[src/shared/ssr_defines.vh]
`ifndef SSR_DEFINES_VH
`define SSR_DEFINES_VH

// register addresses
`define SSR_ADDR_MODE 8'h00
`define SSR_ADDR_GROUP 8'h04
`define SSR_ADDR_UNIT 8'h08
`define SSR_ADDR_LOC_UP 8'h0c
`define SSR_ADDR_LOC_DN 8'h10
`define SSR_ADDR_REM_UP 8'h14
`define SSR_ADDR_REM_DN 8'h18
`define SSR_ADDR_REMOTE 8'h1c
`define SSR_ADDR_LOCAL0 8'h20
`define SSR_ADDR_CGRP0 8'h30
`define SSR_ADDR_WORK 8'h40
`define SSR_ADDR_STATUS 8'h44

// mode register fields
`define SSR_MODE_REMOTE 0
`define SSR_MODE_AUTO 1
`define SSR_MODE_RUN 2
`define SSR_MODE_LOC_NOPROC 3
`define SSR_MODE_REM_NOPROC 4
`define SSR_MODE_LTYPE_LO 8
`define SSR_MODE_LTYPE_HI 11

// group register fields
`define SSR_GRP_COUNT_LO 0
`define SSR_GRP_COUNT_HI 2
`define SSR_GRP_SEL_LO 4
`define SSR_GRP_SEL_HI 6

// status register fields
`define SSR_ST_RAMPING 0
`define SSR_ST_ACTIVE_LO 4
`define SSR_ST_ACTIVE_HI 6
`define SSR_ST_CGRP_LO 8
`define SSR_ST_CGRP_HI 10

// reset values and limits
`define SSR_MODE_RST 12'h006
`define SSR_GRP_MAX 3'h4
`define SSR_GRP_COUNT_RST 3'h1
`define SSR_GRP_SEL_RST 3'h1
`define SSR_UNIT_RST 4'h0
`define SSR_UNIT_MAX 4'hb
`define SSR_RATE_MAX 15'h7d00
`define SSR_RATE_RST 15'h0000
`define SSR_CGRP_RST 3'h1
`define SSR_RAMP_OPCODE 7'h2a
`define SSR_TARGET_ALL 7'h00

// timing
`define SSR_CLK_NS 5
`define SSR_SEC_NS 1000000000
`define SSR_SEC_CYCLES 28'hbebc200
`define SSR_SECS_PER_S 22'h000001
`define SSR_SECS_PER_MIN 22'h00003c
`define SSR_SECS_PER_H 22'h000e10
`define SSR_RES_MUL1 22'h000001
`define SSR_RES_MUL10 22'h00000a
`define SSR_RES_MUL100 22'h000064
`define SSR_RES_MUL1000 22'h0003e8

`endif

[src/verilog/ssr_setpoint_ramp.v]
// The implementer's own choices: the placing of the registers and the address-and-strobe port.
`timescale 1ns/1ps
`include "ssr_defines.vh"

// Overview of operation
// up to four local setpoint groups; group count limits selectable numbers
// each group names a control constant group; selection drives it out
// groups sharing one constant group number output identical constants
// selection value n picks setpoint group n
// unit codes 0..11: resolution 1..0.001, each over second, minute, hour
// local rise and fall rates 0 (step) or 1..32000 per time base
// remote rise and fall rates 0 (step) or 1..32000 per time base
// working setpoint moves at rise rate upward, fall rate downward
// local ramp starts on value change, group change, remote to local
// remote ramp starts on value change or local to remote
// after power-on, manual to auto, ready to run, loop type change: start at process value
// manual, ready or contact inhibit blocks and aborts any ramp
// process value with range error is never a ramp start point
// local process value start flag 1 forces start from previous setpoint
// remote process value start flag 1 forces start from previous setpoint
// contact operation 42 inhibits ramping for all loops or one loop
// contact group select: sum 0 picks group 1, sum s picks 1+s, sums of 3 or more pick group 4
// each tick adds or subtracts the rate and stops exactly at target
module ssr_setpoint_ramp #(
  parameter [27:0] SEC_CYCLES = `SSR_SEC_CYCLES,
  parameter [6:0] LOOP_ID = 7'h01
) (
  // clock and reset
  input wire clock,
  input wire rst_n,
  // register port
  input wire [7:0] reg_addr,
  input wire [31:0] reg_wdata,
  input wire reg_wr,
  input wire reg_rd,
  output reg [31:0] reg_rdata,
  // process value
  input wire [15:0] process_value,
  input wire proc_range_err,
  // internal contact inputs
  input wire contact_on,
  input wire [6:0] contact_op,
  input wire [6:0] contact_target,
  input wire contact_grp_valid,
  input wire [7:0] contact_grp_sum,
  // setpoint outputs
  output reg [15:0] working_setpoint,
  output reg [2:0] active_group,
  output reg [2:0] control_constant_group,
  output wire ramping
);

  localparam [1:0] ST_IDLE = 2'b01;
  localparam [1:0] ST_RAMP = 2'b10;

  reg [11:0] mode_r;
  reg [2:0] grp_count_r;
  reg [2:0] grp_sel_r;
  reg [3:0] unit_r;
  reg [14:0] loc_up_r;
  reg [14:0] loc_dn_r;
  reg [14:0] rem_up_r;
  reg [14:0] rem_dn_r;
  reg [15:0] remote_setpoint_r;
  reg [15:0] local_setpoint_r [0:3];
  reg [2:0] cgrp_r [0:3];

  reg [1:0] state_r;
  reg [1:0] state_nxt;
  reg [15:0] work_nxt;
  reg [15:0] prev_target_r;
  reg [1:0] prev_idx_r;
  reg prev_remote_r;
  reg prev_auto_r;
  reg prev_run_r;
  reg [3:0] prev_ltype_r;
  reg proc_pend_r;
  reg [2:0] sel_raw;
  reg [2:0] sel_eff;
  reg [14:0] rate_now;
  reg [16:0] abs_diff;

  wire remote_mode = mode_r[`SSR_MODE_REMOTE];
  wire auto_mode = mode_r[`SSR_MODE_AUTO];
  wire run_mode = mode_r[`SSR_MODE_RUN];
  wire [3:0] loop_type = mode_r[`SSR_MODE_LTYPE_HI:`SSR_MODE_LTYPE_LO];
  wire tick;

  // clamp a written rate to the legal span
  function [14:0] clamp_rate;
    input [31:0] v;
    begin
      if (v > {17'h00000, `SSR_RATE_MAX})
        clamp_rate = `SSR_RATE_MAX;
      else
        clamp_rate = v[14:0];
    end
  endfunction

  // group selection, contact inputs take precedence when valid
  always @* begin
    if (contact_grp_valid) begin
      if (contact_grp_sum >= 8'h03)
        sel_raw = `SSR_GRP_MAX;
      else
        sel_raw = contact_grp_sum[2:0] + 3'h1;
    end else begin
      sel_raw = grp_sel_r;
    end
    if (sel_raw == 3'h0)
      sel_eff = 3'h1;
    else if (sel_raw > grp_count_r)
      sel_eff = grp_count_r;
    else
      sel_eff = sel_raw;
  end

  wire [1:0] grp_idx = sel_eff[1:0] - 2'h1;
  wire [15:0] target = remote_mode ? remote_setpoint_r : local_setpoint_r[grp_idx];

  // contact inhibit for all loops or this loop
  wire contact_inhibit = contact_on && (contact_op == `SSR_RAMP_OPCODE) &&
    ((contact_target == `SSR_TARGET_ALL) || (contact_target == LOOP_ID));
  wire inhibit = !auto_mode || !run_mode || contact_inhibit;

  wire mode_chg = remote_mode != prev_remote_r;
  wire start_ev = (target != prev_target_r) || (grp_idx != prev_idx_r && !remote_mode) ||
    mode_chg;
  wire start_go = (start_ev || proc_pend_r) && !inhibit;
  wire proc_block = remote_mode ? mode_r[`SSR_MODE_REM_NOPROC] : mode_r[`SSR_MODE_LOC_NOPROC];
  wire proc_ok = proc_pend_r && !proc_range_err && !proc_block;
  wire [15:0] start_point = proc_ok ? process_value : working_setpoint;
  wire proc_set = (auto_mode && !prev_auto_r) || (run_mode && !prev_run_r) ||
    (loop_type != prev_ltype_r);

  wire signed [16:0] diff = $signed({target[15], target}) -
    $signed({working_setpoint[15], working_setpoint});
  wire going_up = diff > 17'sd0;

  // rate by direction and by source
  always @* begin
    if (remote_mode)
      rate_now = going_up ? rem_up_r : rem_dn_r;
    else
      rate_now = going_up ? loc_up_r : loc_dn_r;
    abs_diff = diff[16] ? (17'h00000 - diff) : diff;
  end

  assign ramping = state_r[1];

  ssr_ramp_tick #(
    .SEC_CYCLES(SEC_CYCLES)
  ) u_tick (
    .clock(clock),
    .rst_n(rst_n),
    .unit_code(unit_r),
    .restart(start_go),
    .tick(tick)
  );

  // ramp sequencing
  always @* begin
    state_nxt = state_r;
    work_nxt = working_setpoint;
    case (state_r)
      ST_IDLE: begin
        if (inhibit) begin
          work_nxt = target;
        end else if (start_go) begin
          work_nxt = start_point;
          state_nxt = ST_RAMP;
        end else begin
          work_nxt = target;
        end
      end
      ST_RAMP: begin
        if (inhibit) begin
          work_nxt = target;
          state_nxt = ST_IDLE;
        end else if (start_go) begin
          work_nxt = start_point;
        end else if (rate_now == 15'h0000 || diff == 17'sd0) begin
          work_nxt = target;
          state_nxt = ST_IDLE;
        end else if (tick) begin
          if (abs_diff <= {2'b00, rate_now}) begin
            work_nxt = target;
            state_nxt = ST_IDLE;
          end else if (going_up) begin
            work_nxt = working_setpoint + {1'b0, rate_now};
          end else begin
            work_nxt = working_setpoint - {1'b0, rate_now};
          end
        end
      end
      default: begin
        state_nxt = ST_IDLE;
        work_nxt = target;
      end
    endcase
  end

  always @(posedge clock or negedge rst_n) begin
    if (!rst_n) begin
      state_r <= ST_IDLE;
      working_setpoint <= 16'h0000;
      prev_target_r <= 16'h0000;
      prev_idx_r <= 2'h0;
      prev_remote_r <= 1'b0;
      prev_auto_r <= 1'b1;
      prev_run_r <= 1'b1;
      prev_ltype_r <= 4'h0;
      proc_pend_r <= 1'b1;
      active_group <= `SSR_GRP_SEL_RST;
      control_constant_group <= `SSR_CGRP_RST;
    end else begin
      state_r <= state_nxt;
      working_setpoint <= work_nxt;
      prev_target_r <= target;
      prev_idx_r <= grp_idx;
      prev_remote_r <= remote_mode;
      prev_auto_r <= auto_mode;
      prev_run_r <= run_mode;
      prev_ltype_r <= loop_type;
      if (proc_set)
        proc_pend_r <= 1'b1;
      else if (start_go)
        proc_pend_r <= 1'b0;
      active_group <= sel_eff;
      control_constant_group <= cgrp_r[grp_idx];
    end
  end

  // scalar configuration registers
  always @(posedge clock or negedge rst_n) begin
    if (!rst_n) begin
      mode_r <= `SSR_MODE_RST;
      grp_count_r <= `SSR_GRP_COUNT_RST;
      grp_sel_r <= `SSR_GRP_SEL_RST;
      unit_r <= `SSR_UNIT_RST;
      loc_up_r <= `SSR_RATE_RST;
      loc_dn_r <= `SSR_RATE_RST;
      rem_up_r <= `SSR_RATE_RST;
      rem_dn_r <= `SSR_RATE_RST;
      remote_setpoint_r <= 16'h0000;
    end else if (reg_wr) begin
      case (reg_addr)
        `SSR_ADDR_MODE: mode_r <= reg_wdata[11:0];
        `SSR_ADDR_GROUP: begin
          if (reg_wdata[`SSR_GRP_COUNT_HI:`SSR_GRP_COUNT_LO] > `SSR_GRP_MAX)
            grp_count_r <= `SSR_GRP_MAX;
          else if (reg_wdata[`SSR_GRP_COUNT_HI:`SSR_GRP_COUNT_LO] == 3'h0)
            grp_count_r <= 3'h1;
          else
            grp_count_r <= reg_wdata[`SSR_GRP_COUNT_HI:`SSR_GRP_COUNT_LO];
          grp_sel_r <= reg_wdata[`SSR_GRP_SEL_HI:`SSR_GRP_SEL_LO];
        end
        `SSR_ADDR_UNIT: begin
          if (reg_wdata[3:0] <= `SSR_UNIT_MAX)
            unit_r <= reg_wdata[3:0];
        end
        `SSR_ADDR_LOC_UP: loc_up_r <= clamp_rate(reg_wdata);
        `SSR_ADDR_LOC_DN: loc_dn_r <= clamp_rate(reg_wdata);
        `SSR_ADDR_REM_UP: rem_up_r <= clamp_rate(reg_wdata);
        `SSR_ADDR_REM_DN: rem_dn_r <= clamp_rate(reg_wdata);
        `SSR_ADDR_REMOTE: remote_setpoint_r <= reg_wdata[15:0];
        default: begin
        end
      endcase
    end
  end

  // per-group setpoint value and constant group number
  genvar g;
  generate
    for (g = 0; g < 4; g = g + 1) begin : gen_grp
      wire [31:0] val_a = `SSR_ADDR_LOCAL0 + 4 * g;
      wire [31:0] cgrp_a = `SSR_ADDR_CGRP0 + 4 * g;
      always @(posedge clock or negedge rst_n) begin
        if (!rst_n) begin
          local_setpoint_r[g] <= 16'h0000;
          cgrp_r[g] <= `SSR_CGRP_RST;
        end else if (reg_wr) begin
          if (reg_addr == val_a[7:0])
            local_setpoint_r[g] <= reg_wdata[15:0];
          if (reg_addr == cgrp_a[7:0])
            cgrp_r[g] <= reg_wdata[2:0];
        end
      end
    end
  endgenerate

  // read data, one cycle after the strobe; unmapped reads zero
  always @(posedge clock or negedge rst_n) begin
    if (!rst_n) begin
      reg_rdata <= 32'h00000000;
    end else if (reg_rd) begin
      case (reg_addr)
        `SSR_ADDR_MODE: reg_rdata <= {20'h00000, mode_r};
        `SSR_ADDR_GROUP: reg_rdata <= {25'h0000000, grp_sel_r, 1'b0, grp_count_r};
        `SSR_ADDR_UNIT: reg_rdata <= {28'h0000000, unit_r};
        `SSR_ADDR_LOC_UP: reg_rdata <= {17'h00000, loc_up_r};
        `SSR_ADDR_LOC_DN: reg_rdata <= {17'h00000, loc_dn_r};
        `SSR_ADDR_REM_UP: reg_rdata <= {17'h00000, rem_up_r};
        `SSR_ADDR_REM_DN: reg_rdata <= {17'h00000, rem_dn_r};
        `SSR_ADDR_REMOTE: reg_rdata <= {16'h0000, remote_setpoint_r};
        8'h20: reg_rdata <= {16'h0000, local_setpoint_r[0]};
        8'h24: reg_rdata <= {16'h0000, local_setpoint_r[1]};
        8'h28: reg_rdata <= {16'h0000, local_setpoint_r[2]};
        8'h2c: reg_rdata <= {16'h0000, local_setpoint_r[3]};
        8'h30: reg_rdata <= {29'h00000000, cgrp_r[0]};
        8'h34: reg_rdata <= {29'h00000000, cgrp_r[1]};
        8'h38: reg_rdata <= {29'h00000000, cgrp_r[2]};
        8'h3c: reg_rdata <= {29'h00000000, cgrp_r[3]};
        `SSR_ADDR_WORK: reg_rdata <= {16'h0000, working_setpoint};
        `SSR_ADDR_STATUS:
          reg_rdata <= {21'h000000, control_constant_group, 1'b0, active_group, 3'h0, ramping};
        default: reg_rdata <= 32'h00000000;
      endcase
    end else begin
      reg_rdata <= 32'h00000000;
    end
  end

endmodule

[src/verilog/ssr_ramp_tick.v]
`timescale 1ns/1ps
`include "ssr_defines.vh"

// ramp step timer: one pulse per time base, stretched by rate resolution
module ssr_ramp_tick #(
  parameter [27:0] SEC_CYCLES = `SSR_SEC_CYCLES
) (
  // clock and reset
  input wire clock,
  input wire rst_n,
  // control
  input wire [3:0] unit_code,
  input wire restart,
  // timer output
  output reg tick
);

  reg [27:0] cyc_r;
  reg [21:0] sec_r;
  reg [21:0] base_secs;
  reg [21:0] res_mul;
  reg [43:0] prod;
  wire [21:0] period = prod[21:0];
  wire sec_end = (cyc_r == SEC_CYCLES - 28'h0000001);

  // code groups of three: s, min, h; resolution steps every three codes
  always @* begin
    case (unit_code)
      4'h0, 4'h3, 4'h6, 4'h9: base_secs = `SSR_SECS_PER_S;
      4'h1, 4'h4, 4'h7, 4'ha: base_secs = `SSR_SECS_PER_MIN;
      4'h2, 4'h5, 4'h8, 4'hb: base_secs = `SSR_SECS_PER_H;
      default: base_secs = `SSR_SECS_PER_S;
    endcase
    case (unit_code)
      4'h3, 4'h4, 4'h5: res_mul = `SSR_RES_MUL10;
      4'h6, 4'h7, 4'h8: res_mul = `SSR_RES_MUL100;
      4'h9, 4'ha, 4'hb: res_mul = `SSR_RES_MUL1000;
      default: res_mul = `SSR_RES_MUL1;
    endcase
    prod = base_secs * res_mul;
  end

  always @(posedge clock or negedge rst_n) begin
    if (!rst_n) begin
      cyc_r <= 28'h0000000;
      sec_r <= 22'h000000;
      tick <= 1'b0;
    end else if (restart) begin
      cyc_r <= 28'h0000000;
      sec_r <= 22'h000000;
      tick <= 1'b0;
    end else begin
      tick <= 1'b0;
      if (sec_end) begin
        cyc_r <= 28'h0000000;
        if (sec_r >= period - 22'h000001) begin
          sec_r <= 22'h000000;
          tick <= 1'b1;
        end else begin
          sec_r <= sec_r + 22'h000001;
        end
      end else begin
        cyc_r <= cyc_r + 28'h0000001;
      end
    end
  end

endmodule

[config.mk]
export PLATFORM = sky130hd
export DESIGN_NAME = ssr_setpoint_ramp
export DESIGN_NICKNAME = d
export VERILOG_FILES = /design/src/verilog/ssr_setpoint_ramp.v /design/src/verilog/ssr_ramp_tick.v
export VERILOG_INCLUDE_DIRS = /design/src /design/src/shared
export SDC_FILE = /design/constraint.sdc
export NUM_CORES = 1
export LEC_CHECK = 0
export BUFFER_PORTS_ARGS = -buffer_cell sky130_fd_sc_hd__buf_2
export CORE_ASPECT_RATIO = 1.75
export CORE_MARGIN = 2
export CORE_UTILIZATION = 47
export CTS_CLUSTER_DIAMETER = 30
export DETAILED_ROUTE_END_ITERATION = 7
export GPL_TIMING_DRIVEN = 0
export PLACE_DENSITY = 0.76
export SKIP_LAST_GASP = 1
export SLEW_MARGIN = 20
export SYNTH_ARGS = -nofsm -noshare
export SYNTH_HDL_FRONTEND = slang
export SYNTH_HIERARCHICAL = 1
export SYNTH_SLANG_ARGS = --single-unit
[constraint.sdc]
create_clock -name clock -period 13.25 [get_ports clock]
set_clock_uncertainty 0.05 [all_clocks]
set_input_delay 3.975 -clock clock [delete_from_list [all_inputs] [get_ports clock]]
set_output_delay 3.975 -clock clock [all_outputs]
set_load 0.02 [all_outputs]
==> impl.org, run 1 <==
** Run status
- The run finished with clean final reports.

** Place
- Worst slack after detailed placement :: -2880 ps
- Post-detailed-placement half-perimeter wirelength :: around 70000 µm
- Buffers on Ports :: approximately 120
- Placer congestion estimate :: between 1 and 1.5

** Routing
- After detailed routing, the number of vias per cell comes to 6.57.
- The detail route stage leaves a number of antenna-violating nets equal to 0.
- Residual DRC :: 0
- Vias post-DR :: around 21000
- The pre-antenna-repair detailed-routing pass consisted of 6 iterations.
- In the final routed layout, each cell accounts on average for roughly 28 µm.
- The detailed router finished its first iteration with 1995 violations.
- After detailed routing, the total wire length is 90900 µm.

** Timing
- Setup slack closes at 194 ps.
- Slew headroom :: 0.200
- The number of hold-slack violations in the final timing report is 0.
- Total negative setup slack :: 0 ps
- Minimum clock period :: roughly 13000 ps
- Setup violations remaining at the end of the flow were counted as 0.
- Transition time of the tightest slew-check pin :: roughly 1200 ps
- Number of max-slew violations in the final report :: 0
- For this run, the top clock speed supported by timing is roughly 77 MHz.
- Final hold analysis gives a worst-case slack of about 350 ps.
- In the finished design, the share of the clock period the worst path needs comes to 0.985.

** Synthesis
- After synthesis the cells add up to around 22000 µm².
- Among all flip-flop cells after synthesis, the most frequent one is sky130_fd_sc_hd__dfrtp_1.
- Synth Warn # :: 6
- Number of cells produced by synthesis :: around 2400
- Average cell area after synthesis :: 9.30 µm²
- In the synthesized netlist the async set-or-reset flop fraction comes to 1.00.
- Number of storage elements in the synthesis netlist :: between 200 and 300
- The share of the Yosys chip area taken by registers is 0.334.
- Distinct cells, synth :: 100
- The synthesized design contains 0 enable-type register cells.

** Clocking
- Clock transition at the registers of the reported paths :: roughly 60 ps
- In this run the clock root is driven by a sky130_fd_sc_hd__clkbuf_16.
- Depth of the CTS H-tree :: 2
- At the later pin of the worst-skew pair, clock insertion delay measures 580 ps.
- CTS tree :: yes
- Buffer depth of the longest clock path :: 3
- Clk sink count :: between 200 and 300
- Buffers inserted during clock tree synthesis total a little over 50.

** Pwr
- Max rail drop VDD :: between 150 and 200 µV
- The design draws between 4 and 5 mW.
- The analysis attributes to cell leakage a power of 12.0 nW.
- For this design the ratio of total power to cell area is 169 nW/µm².

** Final layout
- Post-layout utilization of the core :: 0.573
- Leaving out fill and tap cells, the most frequent cells in the layout are sky130_fd_sc_hd__dfrtp_1, sky130_fd_sc_hd__nand2_1, sky130_fd_sc_hd__ha_1, sky130_fd_sc_hd__nor2_1, sky130_fd_sc_hd__inv_1.
- Share of layout cells above drive strength 1 :: 0.220
- Most frequent standard cell in the layout excluding fill and tap cells :: sky130_fd_sc_hd__dfrtp_1
- In the final design database the tool counted around 2900 nets.
- Compared with the post-synthesis result, the final layout area differs by 20.5%.

** Critical path
- In this design, the stage delay of the slowest critical-path cell is roughly 550 ps.
- STA puts the critical path data arrival time at roughly 13000 ps.
- Crit path required time :: 13680 ps
- Depth of the most critical reg-to-reg path :: 35
- Startpoint of the worst-slack reg-to-reg timing path :: mode_r[0]
- The worst setup path is launched from an input port.
- The critical path is of the in -> reg type.
- The slowest stage of the critical path is the sky130_fd_sc_hd__or4b_4 cell.
- End of the worst register-to-register path :: working_setpoint[11]
- The most numerous cell type found on the critical path is sky130_fd_sc_hd__ha_1.
- Along the worst path, the maximum fanout reaches 10.
- STA classifies the critical path endpoint as a register.
- Launch point of the worst path :: contact_grp_sum[0]
- Critical Path End :: working_setpoint[11]
- Worst setup slack for register-to-register paths :: 1790 ps

** Flow run
- Across the run, the number of max-cap violations was 0.

** Global route
- The first global-routing pass estimated 132000 µm of wire.
- Remaining global-route overflow :: 0
- The number of antenna violations at the first check in global routing was 6.
- The via count of the first global-routing pass is around 21000.
- Across every metal layer, demand over resource in global routing totals 0.367.
- Entering global routing, the biggest net connects 96 pins.

** Floorplan
- Count of standard-cell rows :: 104
- Number of primary I/O pins :: 140
- Die Footprint :: about 48000 µm²
- Die Height :: just under 300 µm
- Core Box Area :: roughly 46000 µm²
- Die width :: around 170 µm
- For this configuration, the core starts out at a cell density of 0.476.

** Hold path
- The worst hold path belongs to the class reg -> reg.
[worst max-delay path: cells and delay by family]
kind / cells / cell delay (ps)
simple gates: 11 / 2880
compound gates: 17 / 3830
fa+ha+maj: 4 / 950
buf+inv: 7 / 1010
mux: 2 / 760
[cells in the mapped netlist (16+ instances only)]
cell type,number,area share
sky130_fd_sc_hd__dfrtp_1,277,0.32
sky130_fd_sc_hd__nand2_1,214,0.037
sky130_fd_sc_hd__ha_1,163,0.093
sky130_fd_sc_hd__nor2_1,151,0.026
sky130_fd_sc_hd__inv_1,149,0.026
sky130_fd_sc_hd__o21ai_0,125,0.029
sky130_fd_sc_hd__mux2_2,118,0.061
sky130_fd_sc_hd__a21oi_1,113,0.026
sky130_fd_sc_hd__clkbuf_1,87,0.015
sky130_fd_sc_hd__nand3_1,80,0.018
sky130_fd_sc_hd__xor2_1,52,0.021
sky130_fd_sc_hd__mux2i_1,48,0.022
sky130_fd_sc_hd__xnor2_1,46,0.018
sky130_fd_sc_hd__nor3_1,42,0.0096
sky130_fd_sc_hd__a22oi_1,38,0.013
sky130_fd_sc_hd__nand4_1,38,0.011
sky130_fd_sc_hd__a221oi_1,35,0.014
sky130_fd_sc_hd__fa_1,35,0.032
sky130_fd_sc_hd__a21o_1,34,0.012
sky130_fd_sc_hd__a211oi_1,30,0.010
sky130_fd_sc_hd__a22o_1,30,0.012
sky130_fd_sc_hd__a31oi_1,28,0.0080
sky130_fd_sc_hd__and3_1,22,0.0063
sky130_fd_sc_hd__or4_1,20,0.0069
sky130_fd_sc_hd__nand2b_1,19,0.0054
sky130_fd_sc_hd__buf_4,18,0.0062
sky130_fd_sc_hd__nor4_1,17,0.0049
sky130_fd_sc_hd__o31ai_1,17,0.0058
sky130_fd_sc_hd__nor2b_1,16,0.0046
[what timing repair did]
action | CTS | global route
pin swaps | 10 | 30
setup buffers | 7 | 29
setup endpoints to repair | 18 | 18
hold buffers | 0 | 0
gates resized for setup | 93 | 89
[state kept, by name, indices dropped and copies added (netlist names), 15 cells and up]
name and flops:
remote_setpoint_r 16, loc_up_r 15, loc_dn_r 15, local_setpoint_r 64, prev_target_r 16, u_tick/sec_r 22
reg_rdata 16, u_tick/cyc_r 28, working_setpoint 16, rem_dn_r 15, rem_up_r 15
[area by class of cell]
class | instances | area [µm²]
Antenna cell | 3 | 7.51
Buffer | 119 | 653
Clock buffer | 64 | 1430
Clock inverter | 32 | 440
Fill cell | 4018 | 19600
Inverter | 154 | 578
Multi-Input combinational cell | 1799 | 14200
Sequential cell | 291 | 7300
Tap cell | 583 | 729
Timing Repair Buffer | 158 | 973
[worst min-delay path by stage]
stage | end | cells past startpoint | from | slack, ps
floorplan | prev_remote_r | 0 | mode_r[0] | 300
global placement | prev_run_r | 0 | mode_r[2] | 340
detailed placement | prev_run_r | 0 | mode_r[2] | 340
CTS | prev_run_r | 0 | mode_r[2] | 350
global route | prev_run_r | 0 | mode_r[2] | 350
finish | prev_run_r | 0 | mode_r[2] | 350
[kinds of logic after synthesis]
family / share of synthesized area
xor gates and xnor gates: 0.0393
DFF: 0.334
and+or+nand+nor: 0.161
buffers and inverters: 0.0529
AOI/OAI and AO/OA: 0.196
muxes: 0.0921
other: 0.000172
adders and majority gates: 0.125
[stage by stage]
step,instance area [µm²],std cells
2_1_floorplan,21900,2366
3_3_place_gp,23200,3066
3_5_place_dp,23300,3070
4_1_cts,25700,3172
5_1_grt,26300,3201
6_report,26300,3203
[report_power, final]
group | internal [mW] | switching, mW | leakage, nW
registers | 0.945 | 0.0967 | 3.84
clock network | 0.928 | 0.508 | 0.901
logic | 0.806 | 1.16 | 7.25
[per-layer routing]
layer,wire (µm),global-route usage,part of all wire,up-vias
met5,64,0,0.00070,-
met4,11600,0.390,0.13,8
met3,6250,0.0836,0.069,491
met2,44300,0.638,0.49,1142
met1,28700,0.341,0.32,10300
li1,-,-,-,9102
Note: power is estimated with default switching activity, not from simulation.
==> run 2: changes to the inputs <==
CORE_ASPECT_RATIO = 0.9   (was 1.75)
SKIP_LAST_GASP = default   (was 1)
==> run 2 against run 1 <==
  * Fmax up 0.17%
  * First-iteration DRC count increased by 30%
  * Total power about the same
==> impl.org, run 2 (same netlist as run 1, synthesis figures left out) <==
** Timing
- Final setup violation count :: 0 (unchanged)
- Hold slack final :: 363 ps (+14.6 ps)
- The minimum clock period was 13030 ps (-22.1 ps).
- The max-slew violation count is 0 (unchanged).
- The share of the clock period used by the worst path after layout was 0.984 (-0.00167).
- The headroom to the max-slew limit came to 0.290 (+0.0903).
- Transition time of the tightest slew-check pin :: 1060 ps (-106 ps)
- The number of hold-slack violations in the final timing report was 0 (unchanged).
- Achievable Freq :: 76.7 MHz (+0.17%)

** Routing
- The first-pass detailed-route iteration total was 6 (unchanged).
- The detailed-route wire length came to 79800 µm (-12%).
- Routed vias/inst :: 6.42 (-2.2%)
- Number of violations reported at the end of detailed-routing iteration 0 :: 2593 (+30%)
- Residual DRC :: 0 (unchanged)
- The total via count in the routed design is 20700 (-1.6%).
- The routed wirelength normalized by instance count came to 24.8 µm (-13%).
- The remaining antenna violation count is 0 (unchanged).

** Pwr
- The switching component of the power was 1.69 mW (-4.5%).
- Leak :: 12.0 nW (+0.16%)
- Switching part of the total :: 0.379 (-0.0183)
- The internal power is 2.76 mW (+3.1%).
- Sequential group share of total power :: 0.234 (about the same)
- The peak supply drop is 146 µV (-12%).
- The share of power burned in the clock network came to 0.362 (+0.039).
- The total power density per cell area is 170 nW/µm² (+0.67%).
- Logic pwr share :: 0.404 (-0.039)

** Floorplan
- Count of standard-cell rows :: 74 (-29%)
- Number of primary I/O pins :: 140 (unchanged)
- The height of the die is 209 µm (-28%).
- The standard cell core area was 45600 µm² (-0.63%).
- Initial cell density of the core :: 0.479 (+0.00300)
- The area of the die was 48200 µm² (-0.13%).
- Die width :: 231 µm (+38%)

** Place
- The routability-driven placement congestion ratio came to 1.02 (-0.56%).
- The cell area after placement was 23300 µm² (about the same).
- Buffers on Ports :: 117 (unchanged)
- Post-detailed-placement half-perimeter wirelength :: 60200 µm (-13%)

** Final layout
- The final design area excluding fillers was 26200 µm² (-0.58%).
- Number of diodes :: 0 (-3)
- The ratio of cells with drive above 1 in the final layout came to 0.208 (-0.0120).
- Register containing the most flip-flops in the final layout :: local_setpoint_r
- The number of fill cells in the layout is 4002 (-0.40%).
- Leading cell types in the layout, fill and taps excluded :: sky130_fd_sc_hd__dfrtp_1, sky130_fd_sc_hd__nand2_1, sky130_fd_sc_hd__ha_1, sky130_fd_sc_hd__nor2_1, sky130_fd_sc_hd__inv_1
- Layout area overhead :: 19.8%
- Most frequent standard cell in the layout excluding fill and tap cells :: sky130_fd_sc_hd__dfrtp_1
- Nets :: 2846 (-0.39%)
- The area used by multi-input combinational logic is 13900 µm² (-2.0%).
- The largest registers in the layout are local_setpoint_r: 64 flops, u_tick/cyc_r: 28 flops, u_tick/sec_r: 22 flops.
- Total area of sequential cells :: 7300 µm² (unchanged)
- The flip-flop count of the largest register, all copies and words added came to 64 (unchanged).

** Global route
- Pin count of the biggest net entering global routing :: 101 (+5.2%)
- The overall global routing resource usage came to 0.328 (-0.0384).
- The global-route wire length before repair was 121000 µm (-8.0%).
- The number of antenna violations at the first check in global routing is 3 (-3).
- Remaining global-route overflow :: 0 (unchanged)
- The via count of the first global-routing pass was 20200 (-5.3%).

** Clocking
- Clock tree synthesis selected as its root buffer the cell sky130_fd_sc_hd__clkbuf_16.
- TritonCTS built the clock tree.
- Clk sink count :: 291 (unchanged)
- Buffer depth of the longest clock path :: 3 (unchanged)
- The clock-pin slew of the registers on the worst-case setup and hold paths came to 60 ps (about the same).
- The clock latency of the later-clocked register in the worst-skew pair was 640 ps (+60 ps).
- The number of clock buffers inserted by TritonCTS came to 60 (+18%).
- Depth of the CTS H-tree :: 2 (unchanged)

** Critical path
- CP Max Fanout :: 10 (unchanged)
- Worst setup slack for register-to-register paths :: 2500 ps (+710 ps)
- The required time of the critical path is 13750 ps (+70 ps).
- Startpoint class of the critical path :: input port
- Crit-path most repeated cell :: sky130_fd_sc_hd__ha_1
- Crit Path Class :: in -> reg
- The signal arrival time at the worst endpoint came to 13540 ps (+50 ps).
- Max stage delay cell, worst path :: sky130_fd_sc_hd__or4b_4
- Worst Setup End Kind :: register
- The delay of the slowest cell on the worst path is 590 ps (+40 ps).

** Flow run
- MaxCap Viol Count :: 0 (unchanged)

** Run status
- Outcome :: finished, final reports clean

** Hold path
- Hold Path Class :: reg -> reg
## run 2: timing repair
| item | 4_1_cts | 5_1_grt |
|---|---|---|
| buffers inserted | 3 | 15 |
| hold buffers | 0 | 0 |
| setup endpoints to repair | 18 | 18 |
| resized for setup | 46 | 80 |
| pin swaps | 4 | 21 |
## run 2: final timing paths
| kind | startpoint | to | depth (start not counted) |
|---|---|---|---|
| worst min register to register | mode_r[1] | prev_auto_r | 0 |
| min in group asynchronous | rst_n | active_group[1] | 1 |
| worst max register to register | mode_r[0] | working_setpoint[11] | 33 |
| max in group asynchronous | rst_n | loc_dn_r[1] | 2 |
| worst min-delay path | mode_r[1] | prev_auto_r | 0 |
| worst max-delay path | contact_grp_sum[0] | working_setpoint[11] | 39 |
## run 2: area by class of cell
type                       count  share of cell area
multi-input combinational   1799               0.533
sequential                   291               0.279
clock buffer                  72              0.0626
timing repair buffer         137              0.0300
tap                          608              0.0291
buffer                       120              0.0236
inverter                     154              0.0221
clock inverter                41              0.0212
## run 2: metrics by stage
stage	cells	power (mW)	worst slack, ps	setup TNS [ps]	util
CTS	3208	4.33	19.3	0	0.564
global route	3222	4.67	-84.2	-694	0.573
floorplan	2366	2.21	341	0	-
global placement	3091	2.62	-2300	-36590	0.509
detailed placement	3093	2.68	-2340	-38660	0.511
finish	3222	4.45	216	0	0.573
## run 2: power groups by stage
| stage | Sequential (mW) | Clock, mW | Combinational [mW] |
|---|---|---|---|
| floorplan | 1.01 | 0 | 1.20 |
| global placement | 1.05 | 0 | 1.57 |
| detailed placement | 1.05 | 0 | 1.63 |
| CTS | 1.04 | 1.62 | 1.67 |
| global route | 1.04 | 1.67 | 1.96 |
| finish | 1.04 | 1.61 | 1.80 |
## run 2: routing by layer
metal	up-vias	global-route usage	part of all wire
met1	10200	0.437	0.40
met2	1155	0.498	0.44
met3	232	0.0861	0.11
li1	9109	-	-
met5	-	0	0
met4	0	0.152	0.051
## run 2: worst max-delay path, delay by kind of cell
| family | cells | cell delay [ps] |
|---|---|---|
| compound gates | 17 | 4070 |
| simple gates | 11 | 2460 |
| buf+inv | 4 | 720 |
| mux | 3 | 1130 |
| fa+ha+maj | 4 | 1140 |
